===== config.mk =====
export PLATFORM = sky130hd
export DESIGN_NAME = output_port_retry_recovery
export DESIGN_NICKNAME = d
export VERILOG_FILES = /design/src/rtl/retry_recovery_pkg.sv /design/src/rtl/output_port_retry_recovery.sv
export SDC_FILE = /design/constraint.sdc
export NUM_CORES = 1
export LEC_CHECK = 0
export ABC_CLOCK_PERIOD_IN_PS = 2000
export BUFFER_PORTS_ARGS = -buffer_cell sky130_fd_sc_hd__clkbuf_2
export CAP_MARGIN = 20
export CORE_ASPECT_RATIO = 1.5
export CORE_MARGIN = 2
export CORE_UTILIZATION = 53
export CTS_CLUSTER_SIZE = 25
export DETAILED_ROUTE_END_ITERATION = 7
export HOLD_SLACK_MARGIN = 0.1
export PLACE_DENSITY = 0.83
export SLEW_MARGIN = 20
export SYNTH_ARGS = -nofsm -noshare
export SYNTH_HDL_FRONTEND = slang
export SYNTH_SLANG_ARGS = --single-unit
export TNS_END_PERCENT = 50

===== constraint.sdc =====
create_clock -name clk_sys -period 2 [get_ports clk_sys]
set_clock_uncertainty 0.1 [all_clocks]
set_input_delay 0.2 -clock clk_sys [delete_from_list [all_inputs] [get_ports clk_sys]]
set_output_delay 0.2 -clock clk_sys [all_outputs]
set_load 0.01 [all_outputs]

===== src/rtl/retry_recovery_pkg.sv =====
// Package for the output-port retry recovery block
package retry_recovery_pkg;

    localparam int TAG_W = 3;
    localparam int TAG_COUNT = 8;
    localparam logic [TAG_W-1:0] TAG_RESET = 3'h0;
    localparam int STOP_CYCLES = 4;
    localparam logic [2:0] STOP_CNT_RESET = 3'h0;
    localparam logic [2:0] STOP_CNT_LAST = 3'(STOP_CYCLES - 1);

    typedef enum logic [1:0] {
        ST_DISABLED = 2'b00,
        ST_WAIT = 2'b01,
        ST_STOP = 2'b11,
        ST_RECOVER = 2'b10
    } retry_state_t;

    // Control symbol report from the receive side of the link
    typedef struct packed {
        logic valid;
        logic retry;
        logic not_accepted;
        logic crc_error;
        logic [TAG_W-1:0] tag;
    } symbol_t;

    // Status presented by the output port
    typedef struct packed {
        logic port_ready;
        logic retry_halted;
        logic launch_enable;
        logic to_error_recovery;
    } port_status_t;

endpackage


===== src/rtl/output_port_retry_recovery.sv =====
// Output-port retry recovery state machine
`timescale 1ns/10ps
`default_nettype none

// Notes on behaviour
// - After reset sit in recovery disabled until the output port is enabled.
// - The output port is enabled only after training completes and software allows.
// - Port enabled moves recovery disabled to wait for retry.
// - Port disabled in wait for retry returns to recovery disabled.
// - Only an error-free retry symbol may start retry recovery.
// - A valid retry symbol in wait for retry enters stop output.
// - Stop output clears ready, sets retry halted, stops new packet launches.
// - Finished stop procedure advances to recover.
// - Recover resends from the returned tag onward, including later packets.
// - Recover rewinds tag scoreboard, clears halted and sets ready in the same cycle.
// - Not-accepted or output error in recover hands over to error recovery.
// - Once resend began and recovery is done, return to wait for retry.
module output_port_retry_recovery
    import retry_recovery_pkg::*;
(
    input wire logic clk_sys,
    input wire logic arst_n,
    input wire logic training_done,
    input wire logic sw_enable,
    input wire logic [TAG_W-1:0] symbol_tag,
    input wire logic symbol_valid,
    input wire logic symbol_retry,
    input wire logic symbol_not_accepted,
    input wire logic symbol_crc_error,
    input wire logic output_error,
    input wire logic packet_sent,
    input wire logic link_clk,
    output logic port_ready,
    output logic retry_halted,
    output logic launch_enable,
    output logic resend_start,
    output logic [TAG_W-1:0] resend_tag,
    output logic to_error_recovery,
    output logic [TAG_W-1:0] next_tag,
    output logic [1:0] state_out
);

    ////////////////////////////////////////////////////////////////////////
    // Input synchronisers

    logic [TAG_W+7:0] sync1_q;
    logic [TAG_W+7:0] sync2_q;
    logic [TAG_W+7:0] sync1_d;
    logic link_clk_prev_q;
    logic link_clk_prev_d;
    logic link_edge;
    symbol_t sym;

    always_comb begin
        sync1_d = {training_done, sw_enable, symbol_tag, symbol_valid,
                   symbol_retry, symbol_not_accepted, symbol_crc_error,
                   output_error, link_clk};
        link_clk_prev_d = sync2_q[0];
    end

    always_ff @(posedge clk_sys or negedge arst_n) begin
        if (!arst_n) begin
            sync1_q <= '0;
            sync2_q <= '0;
            link_clk_prev_q <= 1'b0;
        end else begin
            sync1_q <= sync1_d;
            sync2_q <= sync1_q;
            link_clk_prev_q <= link_clk_prev_d;
        end
    end

    logic s_training_done;
    logic s_sw_enable;
    logic s_output_error;
    logic port_enabled;

    always_comb begin
        s_training_done = sync2_q[TAG_W+7];
        s_sw_enable = sync2_q[TAG_W+6];
        sym.tag = sync2_q[TAG_W+5:6];
        sym.valid = sync2_q[5];
        sym.retry = sync2_q[4];
        sym.not_accepted = sync2_q[3];
        sym.crc_error = sync2_q[2];
        s_output_error = sync2_q[1];
        // Symbol reports are sampled on rising link clock edges
        link_edge = sync2_q[0] & ~link_clk_prev_q;
        port_enabled = s_training_done & s_sw_enable;
    end

    // Error-free symbol seen at a link clock rising edge
    function automatic logic clean_symbol(input symbol_t s,
                                          input logic edge_seen);
        clean_symbol = edge_seen & s.valid & ~s.crc_error;
    endfunction

    function automatic logic good_retry(input symbol_t s, input logic edge_seen);
        good_retry = clean_symbol(s, edge_seen) & s.retry;
    endfunction

    function automatic logic bad_accept(input symbol_t s,
                                        input logic edge_seen);
        bad_accept = clean_symbol(s, edge_seen) & s.not_accepted;
    endfunction

    ////////////////////////////////////////////////////////////////////////
    // Acknowledge-tag scoreboard

    logic [TAG_W-1:0] tag_q;
    logic [TAG_W-1:0] tag_d;
    logic tag_load;

    ////////////////////////////////////////////////////////////////////////
    // Stop procedure counter

    logic [2:0] stop_cnt_q;
    logic [2:0] stop_cnt_d;
    logic stop_clear;
    logic stop_step;
    logic stop_done;

    ////////////////////////////////////////////////////////////////////////
    // Resend pulse and progress flag

    logic resend_start_q;
    logic resend_start_d;
    logic resent_q;
    logic resent_d;
    logic resend_fire;
    logic resend_arm;

    ////////////////////////////////////////////////////////////////////////
    // State machine

    retry_state_t state_q;
    retry_state_t state_d;
    logic [TAG_W-1:0] retry_tag_q;
    logic [TAG_W-1:0] retry_tag_d;
    port_status_t stat_q;
    port_status_t stat_d;
    logic retry_hit;
    logic recover_fault;

    always_comb begin
        state_d = state_q;
        retry_tag_d = retry_tag_q;
        stat_d = stat_q;
        tag_load = 1'b0;
        stop_clear = 1'b0;
        stop_step = 1'b0;
        resend_fire = 1'b0;
        resend_arm = 1'b0;
        retry_hit = good_retry(sym, link_edge);
        recover_fault = bad_accept(sym, link_edge) | s_output_error;
        stat_d.to_error_recovery = 1'b0;
        case (state_q)
            ST_DISABLED: begin
                stat_d.port_ready = 1'b0;
                stat_d.retry_halted = 1'b0;
                stat_d.launch_enable = 1'b0;
                if (port_enabled) begin
                    state_d = ST_WAIT;
                    stat_d.port_ready = 1'b1;
                    stat_d.launch_enable = 1'b1;
                end
            end
            ST_WAIT: begin
                if (!port_enabled) begin
                    state_d = ST_DISABLED;
                    stat_d.port_ready = 1'b0;
                    stat_d.launch_enable = 1'b0;
                end else if (retry_hit) begin
                    state_d = ST_STOP;
                    retry_tag_d = sym.tag;
                    stop_clear = 1'b1;
                    stat_d.port_ready = 1'b0;
                    stat_d.retry_halted = 1'b1;
                    stat_d.launch_enable = 1'b0;
                end
            end
            ST_STOP: begin
                if (!port_enabled) begin
                    state_d = ST_DISABLED;
                    stat_d.retry_halted = 1'b0;
                end else if (stop_done) begin
                    state_d = ST_RECOVER;
                    resend_arm = 1'b1;
                end else begin
                    stop_step = 1'b1;
                end
            end
            ST_RECOVER: begin
                if (!port_enabled) begin
                    state_d = ST_DISABLED;
                    stat_d.retry_halted = 1'b0;
                    stat_d.launch_enable = 1'b0;
                end else if (recover_fault) begin
                    state_d = ST_WAIT;
                    stat_d.to_error_recovery = 1'b1;
                    stat_d.retry_halted = 1'b0;
                    stat_d.launch_enable = 1'b0;
                end else if (!resent_q) begin
                    tag_load = 1'b1;
                    resend_fire = 1'b1;
                    stat_d.retry_halted = 1'b0;
                    stat_d.port_ready = 1'b1;
                    stat_d.launch_enable = 1'b1;
                end else begin
                    state_d = ST_WAIT;
                end
            end
            default: begin
                state_d = ST_DISABLED;
            end
        endcase
    end

    always_ff @(posedge clk_sys or negedge arst_n) begin
        if (!arst_n) begin
            state_q <= ST_DISABLED;
            retry_tag_q <= TAG_RESET;
            stat_q <= '0;
        end else begin
            state_q <= state_d;
            retry_tag_q <= retry_tag_d;
            stat_q <= stat_d;
        end
    end

    ////////////////////////////////////////////////////////////////////////
    // Stop procedure counter update

    always_comb begin
        stop_cnt_d = stop_cnt_q;
        stop_done = (stop_cnt_q == STOP_CNT_LAST);
        if (stop_clear) begin
            stop_cnt_d = STOP_CNT_RESET;
        end else if (stop_step) begin
            stop_cnt_d = 3'(stop_cnt_q + 1'b1);
        end
    end

    always_ff @(posedge clk_sys or negedge arst_n) begin
        if (!arst_n) begin
            stop_cnt_q <= STOP_CNT_RESET;
        end else begin
            stop_cnt_q <= stop_cnt_d;
        end
    end

    ////////////////////////////////////////////////////////////////////////
    // Resend pulse update

    always_comb begin
        resend_start_d = resend_fire;
        resent_d = resent_q;
        if (resend_arm) begin
            resent_d = 1'b0;
        end else if (resend_fire) begin
            resent_d = 1'b1;
        end
    end

    always_ff @(posedge clk_sys or negedge arst_n) begin
        if (!arst_n) begin
            resend_start_q <= 1'b0;
            resent_q <= 1'b0;
        end else begin
            resend_start_q <= resend_start_d;
            resent_q <= resent_d;
        end
    end

    ////////////////////////////////////////////////////////////////////////
    // Scoreboard update

    always_comb begin
        tag_d = tag_q;
        if (tag_load) begin
            tag_d = retry_tag_q;
        end else if (packet_sent && stat_q.launch_enable) begin
            tag_d = TAG_W'(tag_q + 1'b1);
        end
    end

    always_ff @(posedge clk_sys or negedge arst_n) begin
        if (!arst_n) begin
            tag_q <= TAG_RESET;
        end else begin
            tag_q <= tag_d;
        end
    end

    ////////////////////////////////////////////////////////////////////////
    // Outputs

    always_comb begin
        port_ready = stat_q.port_ready;
        retry_halted = stat_q.retry_halted;
        launch_enable = stat_q.launch_enable;
        to_error_recovery = stat_q.to_error_recovery;
        resend_start = resend_start_q;
        resend_tag = retry_tag_q;
        next_tag = tag_q;
        state_out = state_q;
    end

endmodule // output_port_retry_recovery

`default_nettype wire


### Word level (Yosys, flattened, before mapping)

Cells that the tools add are included.

| cells by class | value |
|---|---|
| mux-type cells | 45 |
| reduce and logical (&&, ||, !) cells | 11 |
| $add $sub $neg | 2 |
| equality and inequality tests | 15 |
| bitwise logic cells | 9 |

Operators with widths:

| operator | number |
|---|---|
| $mux W1 | 25 |
| $mux W2 | 10 |
| $mux W3 | 6 |
| $ne A2 B2 Y1 const B | 7 |
| $ne A4 B4 Y1 const B | 2 |
| $pmux W2 S4 | 1 |
| $reduce_and A4 Y1 | 2 |
| $add A3 B1 Y3 const B | 2 |
| $and A1 B1 Y1 | 6 |
| $ne A3 B3 Y1 const B | 2 |
| $pmux W1 S3 | 2 |
| $reduce_and A3 Y1 | 2 |
| $reduce_bool A2 Y1 | 3 |
| $reduce_and A5 Y1 | 1 |
| $eq A2 B2 Y1 const B | 2 |
| $pmux W1 S4 | 1 |
| $eq A3 B2 Y1 const B | 1 |
| $reduce_bool A3 Y1 | 1 |
| $eq A2 B1 Y1 const B | 1 |
| $logic_not A2 Y1 | 1 |
| $not A1 Y1 | 2 |
| $logic_and A1 B1 Y1 | 1 |
| $or A1 B1 Y1 | 1 |

| storage, ports and cells | value |
|---|---|
| output and inout port bits | 13 |
| register bits after elaboration | 40 |
| input bits | 14 |
| logic and storage cells | 95 |

### Depth between registers and ports, before layout

Gate-level depths: netlist of the first run.

| depth | value |
|---|---|
| word-level depth | 11 |
| mapped depth | 7 |
| depth with buffers taken out | 6 |

### Worst setup path before layout of the first run

No wires, ideal clock.

| path | value |
|---|---|
| path kind | flip-flop to flip-flop |
| start point | register state_q[0] (netlist: state_out[0]) |
| end point | register state_q[0] (netlist: state_out[0]) |
| path slack | 123 ps |
| required time | 1,774 ps |
| stages on the path, launching flop included | 7 |
| clock period less this slack | 1,877 ps |
| path buffers | 0 |
| library setup time | 126 ps |
| arrival time | 1,651 ps |
| path through | dfrtp_1 inv_1 ha_1 nand3_1 a2111oi_4 nor3b_2 a2bb2oi_1 |

| between the ends | value |
|---|---|
| longest elaborated chain between the ends | 3 |
| elaborated cells on any way between the ends | 10 |
| classes of those cells | 7 x eq/ne; 1 x mux; 2 x reduce/logical |

RTL lines:

| item | line | RTL |
|---|---|---|
| start, declared | output_port_retry_recovery.sv:136 | `retry_state_t state_q;` |
| start signal, assigned | output_port_retry_recovery.sv:225 | `state_q <= state_d;` |
| $eq A2 B2 Y1 (tied with other cells) | output_port_retry_recovery.sv:157 | `case (state_q)` |
| $ne A4 B4 Y1 (no line) (tied with other cells) | n/a |  |
| $reduce_and A4 Y1 (no line) | n/a |  |

Several ways; a longest one is shown, not always the timed one.
A chain may end at the register's enable or synchronous reset.

### Final worst setup path of the first run

| path | value |
|---|---|
| start point | register state_q[1] (netlist: state_out[1]) |
| end point | register retry_tag_q[2] (netlist: resend_tag[2]) |

| between the ends | value |
|---|---|
| longest elaborated chain between the ends | 2 |

RTL lines:

| item | line | RTL |
|---|---|---|
| $eq A2 B1 Y1 | output_port_retry_recovery.sv:157 |  |
| $reduce_and A3 Y1 (no line) | n/a |  |
| end signal, assigned | output_port_retry_recovery.sv:226 | `retry_tag_q <= retry_tag_d;` |
| end, declared | output_port_retry_recovery.sv:138 | `logic [TAG_W-1:0] retry_tag_q;` |

No other way between the ends.

==> results by group, run 1 <==
Floorplan
  • Die ar.: 0.00335 mm^2
  • Die Y: roughly 70 um
  • Chip width: about 48 um
  • Core Region: ~0.0027 mm^2
  • Initial Util: 0.567
  • Rows: 23
  • Io pins: 27

Status
  • Status: completed

Global route
  • GR Overflow Total: 0
  • Largest net degree at the start of global routing: between 40 and 50
  • Vias in the first global route: 1073
  • Initial antenna violation count: 0
  • Gr usage total: 0.196
  • Global-route wire length before repair: around 4700 um

Synth
  • Seq cells post-synth: 40
  • Adder-Cell Fraction of Synth Area: 0.0653
  • Post-synthesis simple-gate area fraction: 0.0857
  • Largest family of logic cells by synthesized area: compound AO/OA/AOI/OAI gates
  • Post-synthesis sequential area ratio: 0.653
  • Top_reg_cell synth: dfrtp_1
  • Syn Inst Count: 112
  • Async SR Flop Fraction: 1.00
  • Syn Area/Cell: approximately 14 um^2
  • Mux cell area share after synthesis: 0.0351
  • Post-Syn Area: about 0.0015 mm^2
  • Post-Synth XOR/XNOR Area: 0.0171
  • Yosys cell types: 29
  • EDFF count, synth: 0
  • Synth warn: 0
  • Post-synthesis net count: between 100 and 150
  • Synth Area in Compound Gates: 0.124

Routing
  • First-pass detailed-route iteration total: 2
  • # DRC: 0
  • Routed vias: slightly above 1000
  • Drt initial violations: 9
  • WL final: between 2000 and 3000 um
  • Routed vias/inst: around 5.2
  • Wirelength per Cell: 13.3 um
  • Antenna viol nets, final: 0

Cells and area
  • Multi-input logic area: around 500 um^2
  • Post-layout nets: around 180
  • # diodes: 0
  • Fraction of layout cells with a size suffix above 1: 0.275
  • Commonest non-fill, non-tap cell in the layout: dfrtp_1
  • Util after Layout: 0.719
  • Most frequent cells in the layout: dfrtp_1, clkbuf_2, dlygate4sd3_1
  • FF+latch area: between 0.001 and 0.0015 mm^2
  • Area Growth Syn to Fin: 26.9%
  • Fillers: approximately 210

Clock tree
  • Clock H-tree levels: 2
  • Clk slew on worst S/H paths: 70 ps
  • Worst-skew pair later-pin latency: 290 ps
  • Total CTS buffers: 5
  • Clock buffer depth: 2
  • Clock Sinks: 40
  • TritonCTS clock tree: yes
  • Post-CTS Setup Bufs: 0
  • Root Buffer: clkbuf_8

Place
  • Final Wtd Congestion: 0.899
  • DP HPWL: roughly 1900 um
  • PortBufs: 26

Power
  • Leakage power: a little over 0.9 nW
  • Worst IR drop on VDD: slightly below 700 uV
  • Pwr dens: 979 mW/mm^2

STA
  • Fin. Hold Viols: 0
  • Max transition margin: 0.683
  • Final min period: about 1800 ps
  • RSZ-0062 raised after global routing: no
  • Pins over their slew limit: 0
  • Slew @ Worst Pin: between 400 and 500 ps
  • Final worst-path cycle share: 0.921
  • Highest clock rate: approximately 540 MHz
  • # setup viols final: 0
  • TNS Setup: 0 ps

Worst setup path
  • Crit end category: register
  • CP Class: reg -> reg
  • Crit path DAT: around 1900 ps
  • Critical path peak fanout: 6
  • Startpoint Class: register
  • CP Data Required Time: 2070 ps

Worst hold path
  • Min-Delay Path Class: in -> reg

Run
  • Max_cap viols: 0
metrics by stage:
step	area, um^2	worst slack, ps	power, mW	cells	hold WS [ps]
CTS	1940	80.3	1.93	197	225
global route	1940	21.8	2.02	197	257
global placement	1720	186	1.33	177	161
finish	1940	157	1.90	197	235
floorplan	1530	123	1.20	112	-196
detailed placement	1720	89.2	1.36	177	178
critical path, stage by stage (launching register included):
cell,delay [ps]
dfrtp_1,420
inv_1,140
ha_1,290
nand3_1,130
nor2_1,270
mux2_2,380
path summary, 6_finish.rpt:
kind                                   start                end  slack [ps]  cells after the start
worst max-delay path            state_out[1]      resend_tag[2]         160                      5
worst min-delay path             packet_sent        next_tag[2]         240                      4
worst max register to register  state_out[1]      resend_tag[2]         160                      5
worst min register to register    sync1_q[3]         sync2_q[3]         250                      0
max in group asynchronous             arst_n        next_tag[0]        1070                      3
min in group asynchronous             arst_n  to_error_recovery         390                      3
sequential cells by signal, indices dropped and copies added, names as in the netlist, 2 cells and up:
register,flops
sync2_q,11
state_out,2
sync1_q,11
next_tag,3
resend_tag,3
stop_cnt_q,3
Yosys cell counts (all sizes together) (2+ instances only):
cell	n	area share
o22a	3	0.017
dfrtp	40	0.65
nor2	10	0.024
mux2	3	0.022
nand3	3	0.0098
a21oi	5	0.016
ha	8	0.065
nand2	8	0.020
xor2	2	0.011
a31oi	3	0.012
a211oi	3	0.015
mux2i	2	0.013
o21ai	3	0.0098
inv	4	0.0098
routing by layer:
metal  GRT usage  wire length (um)  vias to the layer above
li1            -                 -                      491
met1       0.232              1070                      512
met2       0.332              1450                       20
met3      0.0543                72                        3
met4      0.0541                28                        0
met5           0                 0                        -
cell type report:
type,instances,share of cell area
clock buffers,6,0.0425
clock inverters,2,0.00772
repair buffers,42,0.144
inverters,4,0.00772
flip-flops and latches,40,0.515
well taps,37,0.0238
multi-input cells,66,0.259
report_power, final:
part	total [mW]	switching, mW	internal (mW)	leakage, nW
clock network	0.550	0.272	0.279	0.0434
registers	0.980	0.0784	0.901	0.492
logic	0.374	0.193	0.180	0.381
cells by family (layout without fill, tap and decap cells):
kind of cell / Yosys count / count (layout)
AO/OA/AOI/OAI: 24 / 24
XOR/XNOR: 3 / 3
adder cells (fa/ha/maj): 8 / 8
buffers and inverters: 6 / 54
flip-flops: 40 / 40
multiplexers: 5 / 5
AND/OR/NAND/NOR: 26 / 26
timing repair:
action | 4_1_cts | 5_1_grt
hold endpoints to repair | 51 | 0
resized for setup | 0 | 1
endpoints found under the setup margin | 0 | 3
hold buffers | 12 | 0
(Power assumes the default switching activity.)
==> run 2, diff against run 1 <==
--- a/config.mk
+++ b/config.mk
@@ -5,16 +5,18 @@
 export SDC_FILE = /design/constraint.sdc
 export NUM_CORES = 1
 export LEC_CHECK = 0
+export ABC_AREA = 1
 export ABC_CLOCK_PERIOD_IN_PS = 2000
 export BUFFER_PORTS_ARGS = -buffer_cell sky130_fd_sc_hd__clkbuf_2
 export CAP_MARGIN = 20
 export CORE_ASPECT_RATIO = 1.5
 export CORE_MARGIN = 2
-export CORE_UTILIZATION = 53
+export CORE_UTILIZATION = 56
+export CTS_BUF_LIST = sky130_fd_sc_hd__clkbuf_4 sky130_fd_sc_hd__clkbuf_8
 export CTS_CLUSTER_SIZE = 25
 export DETAILED_ROUTE_END_ITERATION = 7
 export HOLD_SLACK_MARGIN = 0.1
-export PLACE_DENSITY = 0.83
+export PLACE_DENSITY = 0.87
 export SLEW_MARGIN = 20
 export SYNTH_ARGS = -nofsm -noshare
 export SYNTH_HDL_FRONTEND = slang
==> results by group, run 2 <==
Cells and area
  • Post-layout nets: between 200 and 250
  • Post-route cell area: 0.00202 mm^2
  • # diodes: 0
  • Commonest non-fill, non-tap cell in the layout: dfrtp_1
  • Largest registers: sync1_q (11), sync2_q (11)
  • Fraction of layout cells with a size suffix above 1: 0.268
  • Most frequent cells in the layout: dfrtp_1, nand2_1, clkbuf_2
  • Area Growth Syn to Fin: 25.9%
  • Util after Layout: 0.746

STA
  • Pins over their slew limit: 0
  • Slew @ Worst Pin: around 480 ps
  • Final worst-path cycle share: 0.819
  • Highest clock rate: between 600 and 700 MHz
  • RSZ-0062 raised after global routing: no
  • Fin. Hold Viols: 0
  • Max transition margin: 0.682
  • WHS: approximately 210 ps
  • TNS Setup: 0 ps
  • # setup viols final: 0
  • Final min period: 1640 ps

Clock tree
  • Clock buffer depth: 2
  • Total CTS buffers: 5
  • Post-CTS Setup Bufs: 0
  • Clock Sinks: 40
  • Clk slew on worst S/H paths: 70 ps
  • TritonCTS clock tree: yes
  • Clock H-tree levels: 2
  • Worst-skew pair later-pin latency: ~290 ps
  • Root Buffer: clkbuf_8

Place
  • Final Wtd Congestion: ~0.83
  • Area after DPL: between 0.0015 and 0.002 mm^2
  • DP HPWL: roughly 2000 um
  • PortBufs: 26

Synth
  • Post-synth top area share: 0.625
  • Area contributors post-synth: dfrtp_1, nand2_1, ha_1
  • Post-synthesis sequential area ratio: 0.625
  • Seq cells post-synth: 40
  • Synth warn: 0
  • Synth cell count leaders: dfrtp_1, nand2_1, inv_1, nand3_1, ha_1
  • Async SR Flop Fraction: 1.00
  • Syn Area/Cell: 11.2 um^2
  • EDFF count, synth: 0
  • Top_reg_cell synth: dfrtp_1
  • Yosys cell types: 24
  • Syn Inst Count: between 100 and 150
  • Post-Syn Area: roughly 0.0016 mm^2
  • Post-synthesis net count: between 150 and 200
  • Cell with the most instances after synthesis: dfrtp_1
  • Yosys top cell by area: dfrtp_1

Worst setup path
  • FF-to-FF End: stop_cnt_q[2]
  • CP Data Required Time: roughly 2100 ps
  • Startpoint Class: register
  • Crit path DAT: ~1700 ps
  • Crit end category: register
  • CP Class: reg -> reg
  • Register-to-Register Path Depth: 9
  • Reg2reg start: state_out[1]
  • FF-to-FF setup slack: around 360 ps
  • Critical path peak fanout: 8

Routing
  • Routed vias: approximately 1100
  • Top Layer Used: met4
  • First-pass detailed-route iteration total: 4
  • Wirelength per Cell: 12.9 um
  • # DRC: 0
  • WL final: 2920 um
  • Routed vias/inst: 4.89
  • Drt initial violations: 22
  • Routed length on met3: between 80 and 90 um
  • WL met2: between 1500 and 2000 um
  • Antenna viol nets, final: 0
  • Wl on met1: roughly 1200 um

Worst hold path
  • Hold-critical path depth: 4
  • Hold endpoint: next_tag[2]
  • Hold Path Origin: packet_sent
  • Min-Delay Path Class: in -> reg

Floorplan
  • Initial Util: 0.592
  • Die ar.: about 0.0033 mm^2
  • Rows: 23
  • Io pins: 27
  • Chip width: 47.7 um
  • Core Region: ~0.0027 mm^2
  • Die Y: around 69 um

Power
  • Pwr dens: between 1000 and 1500 mW/mm^2
  • Clk pwr share: 0.289
  • Power Internal: roughly 1.5 mW
  • NetSw: approximately 0.69 mW
  • Sequential Power Share: 0.463
  • Worst IR drop on VDD: around 790 uV
  • Switching share of power: 0.310
  • Leakage power: between 1 and 1.5 nW
  • Comb pwr share: 0.248

Global route
  • Global-route wire length before repair: ~5000 um
  • Initial antenna violation count: 0
  • Vias in the first global route: approximately 1100
  • GR Overflow Total: 0
  • Largest net degree at the start of global routing: between 40 and 50
  • Gr usage total: 0.217

Run
  • Max_cap viols: 0

Status
  • Status: completed
## run 2: cell count changes after synthesis, moves of 6 or more
cell	before	now
nand2_1	8	34
nand3_1	3	14
nor2_1	10	4
inv_1	4	14
## run 2: worst max path at each step
stage	depth (start not counted)	to	start	slack, ps
detailed placement	9	stop_cnt_q[2]	state_out[1]	360
CTS	9	stop_cnt_q[2]	state_out[1]	340
global placement	9	stop_cnt_q[2]	state_out[1]	410
finish	9	stop_cnt_q[2]	state_out[1]	360
global route	9	stop_cnt_q[2]	state_out[1]	240
floorplan	7	next_tag[1]	state_out[0]	520
## run 2: cell type report
cell class              instances  area, um^2
well taps                      37        46.3
fillers                       207         688
flip-flops and latches         40        1000
clock inverters                 3        42.5
multi-input cells              85         528
inverters                      18        72.6
clock buffers                   5        68.8
repair buffers                 39         258
## run 2: logic make-up after synthesis
family                     after synthesis  share of synthesized area
and+or+nand+nor                         65                      0.219
DFF                                     40                      0.625
buffers and inverters                   18                     0.0453
AOI/OAI and AO/OA                       10                     0.0375
adders and majority gates                8                     0.0625
xor gates and xnor gates                 2                     0.0109
## run 2: what timing repair did
| action | CTS | global route |
|---|---|---|
| resized for setup | 0 | 0 |
| hold endpoints to repair | 51 | 0 |
| hold buffers | 12 | 0 |
## run 2: per-layer routing
layer / up-vias / track usage
met5: - / 0
met4: 0 / 0.105
met3: 6 / 0.0547
met2: 26 / 0.347
met1: 531 / 0.260
li1: 547 / -
## run 2: power groups by stage
stage / Clock (mW) / Sequential (mW) / Combinational [mW]
after detailed placement: 0 / 1.04 / 0.538
after CTS: 0.655 / 1.02 / 0.563
after global routing: 0.689 / 1.03 / 0.637
after floorplan: 0 / 1.06 / 0.318
final: 0.639 / 1.02 / 0.549
after global placement: 0 / 1.03 / 0.516
## run 2: critical path, cell delays in order (launching register included)
cell     delay (ps)
dfrtp_1         430
inv_1           120
ha_1            160
inv_1            80
nor2_4          140
inv_2            90
nor2_8          170
inv_2            70
nand3_1          70
o31ai_1          70
## run 2: through the flow
step / cells / setup slack, ps / power, mW
global route: 227 / 244 / 2.36
finish: 227 / 361 / 2.21
global placement: 207 / 405 / 1.54
detailed placement: 207 / 358 / 1.57
floorplan: 143 / 518 / 1.37
CTS: 227 / 340 / 2.24
